## src/include/ssm_pkg.sv

```systemverilog
// What this block does
// - modulate only when enable bit combination holds
// - modulator is instantiated on every instance but runs only on modulating instances
// - division factor is integer plus numerator over 18432
// - step fields used exactly as programmed
// - shape zero is upward spread from the numerator, bypass zero active
// - integer and fraction fields hold division factor
package ssm_pkg;
  localparam logic [11:0] ctrl_off     = 12'h000;
  localparam logic [11:0] div_off      = 12'h004;
  localparam logic [11:0] frac_off     = 12'h008;
  localparam logic [11:0] fm_off       = 12'h00c;
  localparam logic [11:0] status_off   = 12'h010;
  localparam logic [11:0] offset_off   = 12'h014;
  localparam int          frac_den     = 18432;
  localparam logic [31:0] ctrl_reset   = 32'h0000_0001;
  localparam logic [31:0] div_reset    = 32'h0000_0000;
  localparam logic [31:0] frac_reset   = 32'h0000_0000;
  localparam logic [31:0] fm_reset     = 32'h4000_0000;
  localparam int          pd_bit       = 0;
  localparam int          sdm_bit      = 30;
  localparam int          byp_bit      = 30;
  localparam int          shape_bit    = 29;
  localparam int          mfi_lsb      = 0;
  localparam int          mfi_w        = 8;
  localparam int          reference_predivider_lsb     = 12;
  localparam int          reference_predivider_w       = 3;
  localparam int          mfn_w        = 15;
  localparam int          modulation_step_count_lsb   = 16;
  localparam int          modulation_step_count_w     = 11;
  localparam int          stepsz_w     = 10;

  typedef struct packed {
    logic                power_down;
    logic                sd_enable;
    logic                bypass;
    logic                shape;
    logic [modulation_step_count_w-1:0] step_count;
    logic [stepsz_w-1:0] step_inc;
    logic [reference_predivider_w-1:0]   predivider;
  } mod_cfg_s;

  typedef enum logic [1:0] {
    st_idle = 2'b00,
    st_up   = 2'b01,
    st_down = 2'b10
  } ramp_e;
endpackage

```

## src/rtl/ssm_ramp.sv

```systemverilog
`timescale 1ns/1ns
`default_nettype none
module ssm_ramp (
  // clock and reset
  input  wire logic              pclk,
  input  wire logic              presetn,
  // configuration
  input  wire ssm_pkg::mod_cfg_s cfg,
  input  wire logic              run,
  // result
  output logic signed [23:0]     frac_offset,
  output logic                   ramp_up
);
  ssm_pkg::ramp_e                    state_reg;
  ssm_pkg::ramp_e                    state_next;
  logic [ssm_pkg::reference_predivider_w-1:0]        pre_cnt_reg;
  logic [ssm_pkg::modulation_step_count_w-1:0]      step_cnt_reg;
  logic signed [23:0]                offs_reg;

  // one enable pulse per divided reference cycle
  wire tick      = run && (pre_cnt_reg + 3'd1 >= cfg.predivider);
  wire last_step = (step_cnt_reg + 11'd1 >= cfg.step_count);
  wire signed [23:0] inc = {14'h0000, cfg.step_inc};

  always_comb begin
    state_next = state_reg;
    case (state_reg)
      ssm_pkg::st_idle: if (run) state_next = ssm_pkg::st_up;
      ssm_pkg::st_up:   if (!run) state_next = ssm_pkg::st_idle;
                        else if (tick && last_step) state_next = ssm_pkg::st_down;
      ssm_pkg::st_down: if (!run) state_next = ssm_pkg::st_idle;
                        else if (tick && last_step) state_next = ssm_pkg::st_up;
      default:          state_next = ssm_pkg::st_idle;
    endcase
  end

  always_ff @(posedge pclk or negedge presetn) begin
    if (!presetn) begin
      state_reg    <= ssm_pkg::st_idle;
      pre_cnt_reg  <= '0;
      step_cnt_reg <= '0;
      offs_reg     <= '0;
    end else if (!run) begin
      state_reg    <= ssm_pkg::st_idle;
      pre_cnt_reg  <= '0;
      step_cnt_reg <= '0;
      offs_reg     <= '0;
    end else begin
      state_reg   <= state_next;
      pre_cnt_reg <= tick ? '0 : pre_cnt_reg + 3'd1;
      if (tick && state_reg != ssm_pkg::st_idle) begin
        step_cnt_reg <= last_step ? '0 : step_cnt_reg + 11'd1;
        offs_reg <= (state_reg == ssm_pkg::st_up) ? offs_reg + inc : offs_reg - inc;
      end
    end
  end

  assign frac_offset = offs_reg;
  assign ramp_up     = (state_reg == ssm_pkg::st_up);
endmodule
`default_nettype wire

```

## src/rtl/ssm_top.sv

```systemverilog
// Chosen here: the APB interface to the registers and the placing of the registers.
`timescale 1ns/1ns
`default_nettype none
module ssm_top #(
  parameter bit MOD_PRESENT = 1'b1
) (
  // clock and reset
  input  wire logic        pclk,
  input  wire logic        presetn,
  // apb slave
  input  wire logic        psel,
  input  wire logic        penable,
  input  wire logic        pwrite,
  input  wire logic [11:0] paddr,
  input  wire logic [31:0] pwdata,
  input  wire logic [3:0]  pstrb,
  output logic [31:0]      prdata,
  output logic             pready,
  output logic             pslverr,
  // pll core controls
  output logic             pll_power_down,
  output logic             fm_active,
  output logic [7:0]       integer_multiplier,
  output logic [14:0]      fractional_numerator,
  output logic [2:0]       reference_predivider,
  output logic [23:0]      effective_numerator
);
  // register file
  logic [31:0]        pll_control_register;
  logic [31:0]        divider_register;
  logic [31:0]        fractional_divider_register;
  logic [31:0]        frequency_modulation_register;
  // bus answer, all from flops
  logic [31:0]        prdata_reg;
  logic               pready_reg;
  logic               pslverr_reg;
  // modulation state
  logic               fm_reg;
  logic [23:0]        eff_reg;
  logic signed [23:0] offs;
  ssm_pkg::mod_cfg_s  cfg;

  // byte lanes of a write folded into the stored word
  function automatic logic [31:0] merge(
    input logic [31:0] old,
    input logic [31:0] d,
    input logic [3:0]  s
  );
    logic [31:0] r;
    r = old;
    for (int i = 0; i < 4; i++) begin
      if (s[i]) begin
        r[8*i +: 8] = d[8*i +: 8];
      end
    end
    return r;
  endfunction

  // full 12-bit compare, so aliases of a word are refused
  function automatic logic at(
    input logic [11:0] a,
    input logic [11:0] off
  );
    return a == off;
  endfunction

  // bus phases
  wire setup    = psel && !penable;
  wire access   = psel && penable;
  // writes land at the edge that completes the access
  wire wr       = access && pwrite && pready_reg;
  wire rd_setup = setup && !pwrite;

  // address decode
  wire hit_ctrl = at(paddr, ssm_pkg::ctrl_off);
  wire hit_div  = at(paddr, ssm_pkg::div_off);
  wire hit_frac = at(paddr, ssm_pkg::frac_off);
  wire hit_fm   = MOD_PRESENT && at(paddr, ssm_pkg::fm_off);
  wire hit_stat = at(paddr, ssm_pkg::status_off);
  wire hit_offs = MOD_PRESENT && at(paddr, ssm_pkg::offset_off);
  wire mapped   = hit_ctrl | hit_div | hit_frac | hit_fm | hit_stat | hit_offs;

  // per-register write enables
  wire wr_ctrl  = wr && hit_ctrl;
  wire wr_div   = wr && hit_div;
  wire wr_frac  = wr && hit_frac;
  wire wr_fm    = wr && hit_fm;

  // configuration fields
  assign cfg.power_down = pll_control_register[ssm_pkg::pd_bit];
  assign cfg.sd_enable  = fractional_divider_register[ssm_pkg::sdm_bit];
  assign cfg.bypass     = frequency_modulation_register[ssm_pkg::byp_bit];
  assign cfg.shape      = frequency_modulation_register[ssm_pkg::shape_bit];
  assign cfg.step_count = frequency_modulation_register[ssm_pkg::modulation_step_count_lsb +: ssm_pkg::modulation_step_count_w];
  assign cfg.step_inc   = frequency_modulation_register[ssm_pkg::stepsz_w-1:0];
  assign cfg.predivider = divider_register[ssm_pkg::reference_predivider_lsb +: ssm_pkg::reference_predivider_w];

  wire fm_next = MOD_PRESENT && !cfg.power_down && cfg.sd_enable && !cfg.bypass && !cfg.shape;

  wire [23:0] num_base = {9'h000, fractional_divider_register[ssm_pkg::mfn_w-1:0]};
  wire [23:0] eff_next = fm_reg ? num_base + offs : num_base;

  // read selection, sampled in the setup cycle
  wire [31:0] rd_mux =
    hit_ctrl ? pll_control_register :
    hit_div  ? divider_register :
    hit_frac ? fractional_divider_register :
    hit_fm   ? frequency_modulation_register :
    hit_stat ? {31'h0000_0000, fm_reg} :
    hit_offs ? {8'h00, offs} : 32'h0000_0000;

  // ramp direction is not needed outside
  ssm_ramp u_ramp (
    .pclk        (pclk),
    .presetn     (presetn),
    .cfg         (cfg),
    .run         (fm_reg),
    .frac_offset (offs),
    .ramp_up     ()
  );

  // control word, powered down out of reset
  always_ff @(posedge pclk or negedge presetn) begin
    if (!presetn) begin
      pll_control_register <= ssm_pkg::ctrl_reset;
    end else if (wr_ctrl) begin
      pll_control_register <= merge(pll_control_register, pwdata, pstrb);
    end
  end

  // integer multiplier and predivider
  always_ff @(posedge pclk or negedge presetn) begin
    if (!presetn) begin
      divider_register <= ssm_pkg::div_reset;
    end else if (wr_div) begin
      divider_register <= merge(divider_register, pwdata, pstrb);
    end
  end

  // numerator and sigma delta enable
  always_ff @(posedge pclk or negedge presetn) begin
    if (!presetn) begin
      fractional_divider_register <= ssm_pkg::frac_reset;
    end else if (wr_frac) begin
      fractional_divider_register <= merge(fractional_divider_register, pwdata, pstrb);
    end
  end

  // modulation word, bypassed out of reset
  always_ff @(posedge pclk or negedge presetn) begin
    if (!presetn) begin
      frequency_modulation_register <= ssm_pkg::fm_reset;
    end else if (wr_fm) begin
      frequency_modulation_register <= merge(frequency_modulation_register, pwdata, pstrb);
    end
  end

  // ready raised in the one access cycle: zero wait states
  always_ff @(posedge pclk or negedge presetn) begin
    if (!presetn) begin
      pready_reg <= 1'b0;
    end else begin
      pready_reg <= setup;
    end
  end

  // status read right after the enabling write still shows the old mode;
  // one idle cycle between them is enough
  always_ff @(posedge pclk or negedge presetn) begin
    if (!presetn) begin
      prdata_reg <= '0;
    end else begin
      prdata_reg <= rd_setup ? rd_mux : '0;
    end
  end

  // error decided in setup, shown during access
  always_ff @(posedge pclk or negedge presetn) begin
    if (!presetn) begin
      pslverr_reg <= 1'b0;
    end else begin
      pslverr_reg <= setup && !mapped;
    end
  end

  // mode flag, one cycle behind the configuration
  always_ff @(posedge pclk or negedge presetn) begin
    if (!presetn) begin
      fm_reg <= 1'b0;
    end else begin
      fm_reg <= fm_next;
    end
  end

  // offset added only while fm_reg is set, so the plain numerator passes outside modulation
  always_ff @(posedge pclk or negedge presetn) begin
    if (!presetn) begin
      eff_reg <= '0;
    end else begin
      eff_reg <= eff_next;
    end
  end

  // outputs straight from flops
  assign pready               = pready_reg;
  assign prdata               = prdata_reg;
  assign pslverr              = pslverr_reg;
  assign pll_power_down       = pll_control_register[ssm_pkg::pd_bit];
  assign fm_active            = fm_reg;
  assign integer_multiplier   = divider_register[ssm_pkg::mfi_lsb +: ssm_pkg::mfi_w];
  assign fractional_numerator = fractional_divider_register[ssm_pkg::mfn_w-1:0];
  assign reference_predivider = cfg.predivider;
  assign effective_numerator  = eff_reg;
endmodule
`default_nettype wire

```

## config.mk

```make
export PLATFORM = sky130hd
export DESIGN_NAME = ssm_top
export DESIGN_NICKNAME = d
export VERILOG_FILES = /design/src/include/ssm_pkg.sv /design/src/rtl/ssm_ramp.sv /design/src/rtl/ssm_top.sv
export SDC_FILE = /design/constraint.sdc
export NUM_CORES = 1
export LEC_CHECK = 0
export BUFFER_PORTS_ARGS = -buffer_cell sky130_fd_sc_hd__buf_4
export CORE_UTILIZATION = 59
export DETAILED_ROUTE_END_ITERATION = 6
export PLACE_DENSITY = 0.89
export SLEW_MARGIN = 20
export SYNTH_ARGS = -nofsm -noshare
export SYNTH_HDL_FRONTEND = slang
export SYNTH_SLANG_ARGS = --single-unit
```

## constraint.sdc

```tcl
create_clock -name pclk -period 4.6 [get_ports pclk]
set_input_delay 0.92 -clock pclk [delete_from_list [all_inputs] [get_ports pclk]]
set_output_delay 0.92 -clock pclk [all_outputs]
set_load 0.01 [all_outputs]
```

# Word level (Yosys, flattened, before mapping)
# Cells that the tools add are included.
[totals]
reg_bits = 227
inputBits = 53
output_inout_bits = 86
wordCells = 109
[op_classes]
add_sub_neg = 5
order_cmp = 2
n_eq_ne = 10
mux = 20
n_bitwise = 5
n_reduce_logical = 42
[ops]
columns = ["op", "count"]
rows = [
  ["$mux 32", 5],
  ["$mux 24", 6],
  ["$reduce_and 2->1", 17],
  ["$mux 11", 3],
  ["$add 15x24->24", 1],
  ["$add 24x11->24", 1],
  ["$eq 12x4->1 const B", 2],
  ["$eq 12x5->1 const B", 2],
  ["$sub 24x11->24", 1],
  ["$logic_and 1x1->1", 16],
  ["$eq 12x3->1 const B", 1],
  ["$logic_not 12->1", 1],
  ["$add 11x1->11 const B", 1],
  ["$ge 11x11->1", 1],
  ["$logic_not 1->1", 6],
  ["$mux 2", 3],
  ["$mux 3", 2],
  ["$pmux 2 s3", 1],
  ["$or 1x1->1", 5],
  ["$add 3x1->3 const B", 1],
  ["$ge 3x3->1", 1],
  ["$ne 3x2->1 const B", 1],
  ["$ne 3x3->1 const B", 1],
  ["$eq 2x1->1 const B", 1],
  ["4 further kinds", 4],
]

# Longest topological paths before layout
# Gate-level depths: netlist (run 1).
[depth]
ltp_word = 8
depth_mapped = 15
depth_no_buf = 15

# Modules after synthesis
# Synthesis (run 1) repeated with hierarchy kept, for this count alone.
[unflattened]
cells_unflattened = 1155
area_unflattened_um2 = 12537.0
[modules_own_cells]
columns = ["module", "instances", "cells_per_inst", "area_per_inst_um2", "seq_area_each_um2"]
rows = [
  ["ssm_top", 1, 743, 9043.7, 4682.0],
  ["ssm_ramp", 1, 412, 3493.4, 1001.0],
]

# Worst setup path before layout (run 1)
# No wires, ideal clock.
[synth_path]
path_kind = "register to register"
from = "register frequency_modulation_register[3]"
to = "register u_ramp.offs_reg[23] (netlist: u_ramp.frac_offset[23])"
setup_ns = 0.123
arrival_time_ns = 3.859
required_ns = 4.477
setup_slack_ns = 0.618
path_stages_with_launch = 15
path_buffers = 0
period_less_slack_ns = 3.982
cell_sequence = "dfrtp_1 > or4_1 > nand2b_1 > o21ai_0 > xnor2_1 > ha_1 > nand3_1 > or2_1 > nand4bb_1 > and3_4 > or3_1 > o22a_1 > or4_1 > a211o_1 > mux2i_1"
[synth_between]
elab_chain_cells = 4
elab_cells_between_ends = 5
cone_classes = "add/sub: 2; mux: 3"
[synth_lines]
columns = ["item", "line", "rtl"]
rows = [
  ["start, declared", "ssm_top.sv:32", "logic [31:0] frequency_modulation_register;"],
  ["start signal, assigned", "ssm_top.sv:152", "frequency_modulation_register <= ssm_pkg::fm_reset;"],
  ["start signal, assigned", "ssm_top.sv:154", "frequency_modulation_register <= merge(frequency_modulation_register, pwdata, pstrb);"],
  ["$sub 24x11->24 / $add 24x11->24 (equally long branches)", "ssm_ramp.sv:53", "offs_reg <= (state_reg == ssm_pkg::st_up) ? offs_reg + inc : offs_reg - inc;"],
  ["$mux 24 *", "ssm_ramp.sv:53", ""],
  ["$mux 24 *", "ssm_ramp.sv:51", "if (tick && state_reg != ssm_pkg::st_idle) begin"],
  ["$mux 24 *", "ssm_ramp.sv:43", "end else if (!run) begin"],
  ["end signal, assigned", "ssm_ramp.sv:53", ""],
  ["end, declared", "ssm_ramp.sv:18", "logic signed [23:0] offs_reg;"],
]
# Mark *: on every way between the ends. The rest lies on a longest branch, timed or not. The select of a mux whose other input is x is not followed.
# A chain may end at the register's enable or synchronous reset.

# Worst setup path in the final report (run 1)
[layout_path]
from = "register frequency_modulation_register[2]"
to = "register u_ramp.offs_reg[23] (netlist: u_ramp.frac_offset[23])"
# Same word-level chain as after synthesis.

==> flow_summary.ini, run 1 <==
[outcome]
run_status = finished clean

[setup_path]
critPathMostFrequentCell = or4_1
required_ns = 5.00
critPathLaunch = frequency_modulation_register[2]
cpPeakStageDelay_ns = 0.62
end_kind = flip-flop
rr_worst_depth = 14
cp_cell_sequence = or4_1 -> nand2b_1 -> o21ai_0 -> xnor2_1 -> ha_1 -> nand3_1 -> or2_1 -> nand4bb_1 -> and3_4 -> or3_1 -> o22a_1 -> or4_1 -> a211o_1 -> mux2i_1
critPathSlowestCell = or4_1
reg2reg_slack_ns = 0.24
r2r-end = u_ramp.frac_offset[23]
reg2reg_from = frequency_modulation_register[2]
worstSetupPathType = reg -> reg
start_kind = flip-flop
path_max_fanout = 6
arrival_ns = 4.76

[yosys]
synthArstFlopShare = 1.00
synth-xor-area-share = 0.0338
synth_top_area_frac = 0.452
ys_seq_area_frac = 0.457
synth_simple_gate_area_frac = 0.115
synth_ff_type = dfrtp_1
synth.area.top_cells = dfrtp_1 45%, mux2_2 12%, ha_1 5.4%
synth_mux_area_frac = 0.162
ys.warnings.count = 0
synth_cell_types = 69
synth_area_um2 = 12400
syn_inst = 1176
synth-compound-area-share = 0.132
ys_ff_latch = 227
synth_largest_area_cell = dfrtp_1
syn_nets = 1285
synth_common_cells = 225 x dfrtp_1, 137 x mux2_2, 96 x nor2_1
avgSynthCellArea_um2 = 10.6
synth_top_family_by_area = multiplexers
yosysMostFrequentCell = dfrtp_1
synth-adder-area-share = 0.0575
synth_edf_count = 0

[place]
port_buffers = 138
placed_area_um2 = 13600
place.gp.congestion = 0.934
post-dp-hpwl_um = 23000

[routing]
drt_first_pass_iters = 6
wl_per_cell_um = 21.1
routed_wl_um = 33300
route.detailed.drc = 0
drtAntennaViolNets = 0
post_drt_via_cell_ratio = 6.28
route.vias.total = 9879
drtIter0Drc = 946

[pwr]
switching_share = 0.215
power_frac_comb = 0.035
power_frac_seq = 0.486
intPower_w = 0.00322
p_leak_nw = 7.10
clkPwrFrac = 0.479
p_sw_w = 0.000885
powerDensity_nw_per_um2 = 285
vdd_drop_max_mv = 0.261

[clock_network]
numCtsBuffers = 23
h-tree-depth = 1
root_buffer = clkbuf_16
postCtsSetupBuffers = 0
clock_sinks = 227
post_cts_resized = 0
clkLatencyLatePin_ns = 0.52
cts_buffer_depth = 3
ctsHoldBuffers = 0
cts_tree = yes
clkTransAtPathRegs_ns = 0.06

[grt]
busiest_layer = met2
use_met1 = 0.398
overflow = 0
grt_pass1_vias = 10071
grt_pass1_wl_um = 52700
antenna_found_initial = 0
grt_max_degree = 129
use_met3 = 0.0484
grt.total_usage = 0.309
use_met2 = 0.512

[sta]
timing.final.crit_share = 0.949
rsz0062_at_grt = false
slew_violations = 0
slew_headroom = 0.343
hold_viol_final = 0
fin_tns_setup_ns = 0
clock_skew_ns = 0.0180
setup_viol = 0
period_minus_slack_ns = 4.36
clock.fmax_mhz = 229
worst_pin_slew_ns = 0.986

[floorplanning]
rows = 52
die_area_um2 = 21700
start_util = 0.609
coreArea_um2 = 20400
fp.dieH_um = 147
ios = 139
fp.dieW_um = 147

[hold_path]
min_from = frequency_modulation_register[29]
hold_depth = 1
min_to = fm_active
hp-class = reg -> reg

[cells_and_area]
final_cell_area_um2 = 14400
area_growth_pct = 15.8
regArea_um2 = 5680
multiInputGateArea_um2 = 6230
n_fill_cell = 1430
final_util = 0.705
nNetsFinal = 1398
drive_above_1_share = 0.277
antennaDiodeCount = 0

[run]
drv_cap = 0
[cell type report]
type / count / area share
Sequential cell: 227 / 0.394
Inverter: 33 / 0.00860
Clock buffer: 31 / 0.0462
Clock inverter: 9 / 0.00886
Multi-Input combinational cell: 841 / 0.432
Tap cell: 270 / 0.0234
Timing Repair Buffer: 163 / 0.0863
[worst max path at each step]
stage                             end  slack [ns]  cells past startpoint
5_1_grt        u_ramp.frac_offset[23]        0.03                     13
6_report       u_ramp.frac_offset[23]        0.24                     14
4_1_cts        u_ramp.frac_offset[23]        0.27                     13
3_3_place_gp   u_ramp.frac_offset[23]        0.43                     13
2_1_floorplan  u_ramp.frac_offset[23]        0.62                     14
3_5_place_dp   u_ramp.frac_offset[23]        0.30                     13
[power groups by stage]
stage | registers, W | logic (W) | clock network, W
detailed placement | 0.00204 | 0.000143 | 0
floorplan | 0.00204 | 0.0000362 | 0
finish | 0.00200 | 0.000143 | 0.00197
global route | 0.00200 | 0.000156 | 0.00206
global placement | 0.00204 | 0.000140 | 0
CTS | 0.00200 | 0.000144 | 0.00199
[metrics by stage]
step                      std cells  hold WS, ns  total power (W)  worst slack, ns
after floorplan                1176        0.427          0.00207            0.618
after global placement         1534        0.451          0.00218            0.431
after detailed placement       1534        0.451          0.00218            0.299
after CTS                      1574        0.463          0.00413            0.274
after global routing           1574        0.494          0.00421           0.0254
final                          1574        0.463          0.00411            0.236
[placed cells by master (no fill, tap or decap), drive strengths merged, types with 28 or more instances in the layout]
cell	synthesis	routed
nand3	40	40
ha	54	54
a31oi	31	31
o21ai	75	75
nor2	96	96
a21oi	37	37
mux2i	47	47
xnor2	28	28
nand2	76	76
mux2	137	137
clkbuf	42	31
dfrtp	225	225
inv	33	34
buf	33	163
[worst max-delay path, delay by kind of cell, from the launching register on]
kind,cells,cell delay [ns]
AOI/OAI and AO/OA,3,0.78
xor gates and xnor gates,1,0.14
and+or+nand+nor,8,2.39
muxes,1,0.12
DFF,1,0.44
adders and majority gates,1,0.38
[cell families (layout without fill, tap and decap cells)]
logic type                 count (synthesis)  after routing
AOI/OAI and AO/OA                        252            252
buffers and inverters                    108            236
DFF                                      227            227
xor gates and xnor gates                  48             48
adders and majority gates                 56             56
muxes                                    184            184
and+or+nand+nor                          301            301
[per-layer routing]
metal	routed length [um]	share of wire
met5	0	0
met4	1420	0.043
met3	2160	0.065
met2	16200	0.49
met1	13500	0.41
(Power assumes the default switching activity.)
==> run 2: changes to the inputs <==
Settings changed: CORE_UTILIZATION 59 to 25, PLACE_DENSITY 0.89 to 0.5, SLEW_MARGIN 20 to unset.
==> run 2 against run 1 <==
Cell area is 4.0% higher. Maximum frequency is 1.3% higher. Sequential power hardly changed. Via count is 5.2% lower. Final cell count is 25% higher. Critical path depth stayed put.
==> flow_summary.ini, run 2 (synthesis results as in run 1) <==
[clock_network]
clock_sinks = 227
h-tree-depth = 1
numCtsBuffers = 26
clkLatencyLatePin_ns = 0.55
root_buffer = clkbuf_16
cts_tree = yes
cts_buffer_depth = 3
clkTransAtPathRegs_ns = 0.06
ctsHoldBuffers = 0
postCtsSetupBuffers = 0
post_cts_resized = 0

[sta]
timing.final.crit_share = 0.937
rsz0062_at_grt = false
period_minus_slack_ns = 4.31
setup_viol = 0
holdWs_ns = 0.447
slew_headroom = 0.322
clock_skew_ns = 0.0173
slew_violations = 0
clock.fmax_mhz = 232
worst_pin_slew_ns = 1.01
fin_tns_setup_ns = 0
hold_viol_final = 0

[setup_path]
path_max_fanout = 6
end_kind = flip-flop
arrival_ns = 4.74
worstSetupPathType = reg -> reg
reg2reg_from = frequency_modulation_register[2]
rr_worst_depth = 14
critPathLaunch = frequency_modulation_register[2]
reg2reg_slack_ns = 0.29
start_kind = flip-flop
endpoint = u_ramp.frac_offset[23]
r2r-end = u_ramp.frac_offset[23]
required_ns = 5.03

[place]
port_buffers = 138
place.gp.congestion = 0.908
post-dp-hpwl_um = 27600

[cells_and_area]
n_fill_cell = 5166
drive_above_1_share = 0.279
regArea_um2 = 5680
nNetsFinal = 1400
layout_commonest_cell = dfrtp_1
multiInputGateArea_um2 = 6230
final_cell_mix = 224 x dfrtp_1, 160 x buf_4, 137 x mux2_2, 96 x nor2_1, 75 x nand2_1
area_growth_pct = 20.4

[pwr]
p_leak_nw = 7.13
powerDensity_nw_per_um2 = 285
vdd_drop_max_mv = 0.221

[routing]
post_drt_via_cell_ratio = 4.74
drtIter0Drc = 583
drt_first_pass_iters = 5
drtAntennaViolNets = 0
routed_wl_um = 37800
route.vias.total = 9363
wl_per_cell_um = 19.2
route.detailed.drc = 0

[hold_path]
hp-class = in -> async

[floorplanning]
ios = 139
coreArea_um2 = 49100
start_util = 0.254
fp.dieW_um = 225
fp.dieH_um = 225
die_area_um2 = 50700
rows = 81

[grt]
overflow = 0
grt_pass1_wl_um = 58700
grt.total_usage = 0.151
grt_max_degree = 105
antenna_found_initial = 1
grt_pass1_vias = 9708

[outcome]
run_status = finished clean

[run]
drv_cap = 0
## run 2: cell count changes in the layout (fill, tap and decap cells not counted)
cell        previous run  this run
clkbuf_8               6         9
diode_2                0         2
buf_4                161       160
clkbuf_16             23        27
clkinv_4               1         0
clkbuf_1               2         3
clkinvlp_4             0         1
bufinv_16              3         1
## run 2: metal layers
| metal | up-vias | part of all wire | track usage |
|---|---|---|---|
| li1 | 4459 | - | - |
| met5 | - | 0 | 0 |
| met2 | 185 | 0.45 | 0.238 |
| met1 | 4669 | 0.48 | 0.213 |
| met3 | 50 | 0.041 | 0.0226 |
| met4 | 0 | 0.020 | 0.0399 |
## run 2: report_power, final
part	internal, W	switching (W)	leakage (nW)
logic	0.0000465	0.000102	3.56
registers	0.00200	0.000000944	3.14
clock network	0.00127	0.000852	0.435
## run 2: worst max-delay path: stages, from the launching register on
cell,delay (ns)
dfrtp_1,0.45
or4_1,0.61
nand2b_1,0.17
o21ai_0,0.22
xnor2_1,0.13
ha_1,0.38
nand3_1,0.09
or2_1,0.25
nand4bb_1,0.20
and3_4,0.20
or3_1,0.34
o22a_1,0.21
or4_1,0.51
a211o_1,0.32
mux2i_1,0.12
## run 2: cell type report
type | instances | share of cell area
Tap cell | 664 | 0.0554
Multi-Input combinational cell | 841 | 0.416
Sequential cell | 227 | 0.379
Inverter | 33 | 0.00827
Clock buffer | 39 | 0.0541
Clock inverter | 7 | 0.00443
Antenna cell | 2 | 0.000334
Timing Repair Buffer | 162 | 0.0825
## run 2: through the flow
step / setup WS [ns] / power [W] / instance area [um2] / util / std cells
3_3_place_gp: 0.355 / 0.00219 / 14100 / 0.287 / 1927
4_1_cts: 0.288 / 0.00434 / 15000 / 0.305 / 1973
2_1_floorplan: 0.618 / 0.00207 / 12400 / - / 1176
3_5_place_dp: 0.287 / 0.00219 / 14100 / 0.287 / 1927
5_1_grt: 0.0461 / 0.00443 / 15000 / 0.305 / 1974
6_report: 0.291 / 0.00427 / 15000 / 0.305 / 1975
## run 2: how the worst min path moves through the flow
stage                                 startpoint               endpoint  slack, ns  cells after the start
2_1_floorplan  frequency_modulation_register[29]              fm_active       0.43                      1
6_report                                 presetn             prdata[11]       0.45                      1
3_5_place_dp               u_ramp.pre_cnt_reg[0]  u_ramp.pre_cnt_reg[0]       0.47                      1
3_3_place_gp               u_ramp.pre_cnt_reg[0]  u_ramp.pre_cnt_reg[0]       0.46                      1
5_1_grt                    u_ramp.pre_cnt_reg[0]  u_ramp.pre_cnt_reg[0]       0.49                      1
4_1_cts                                  presetn             prdata[11]       0.48                      1
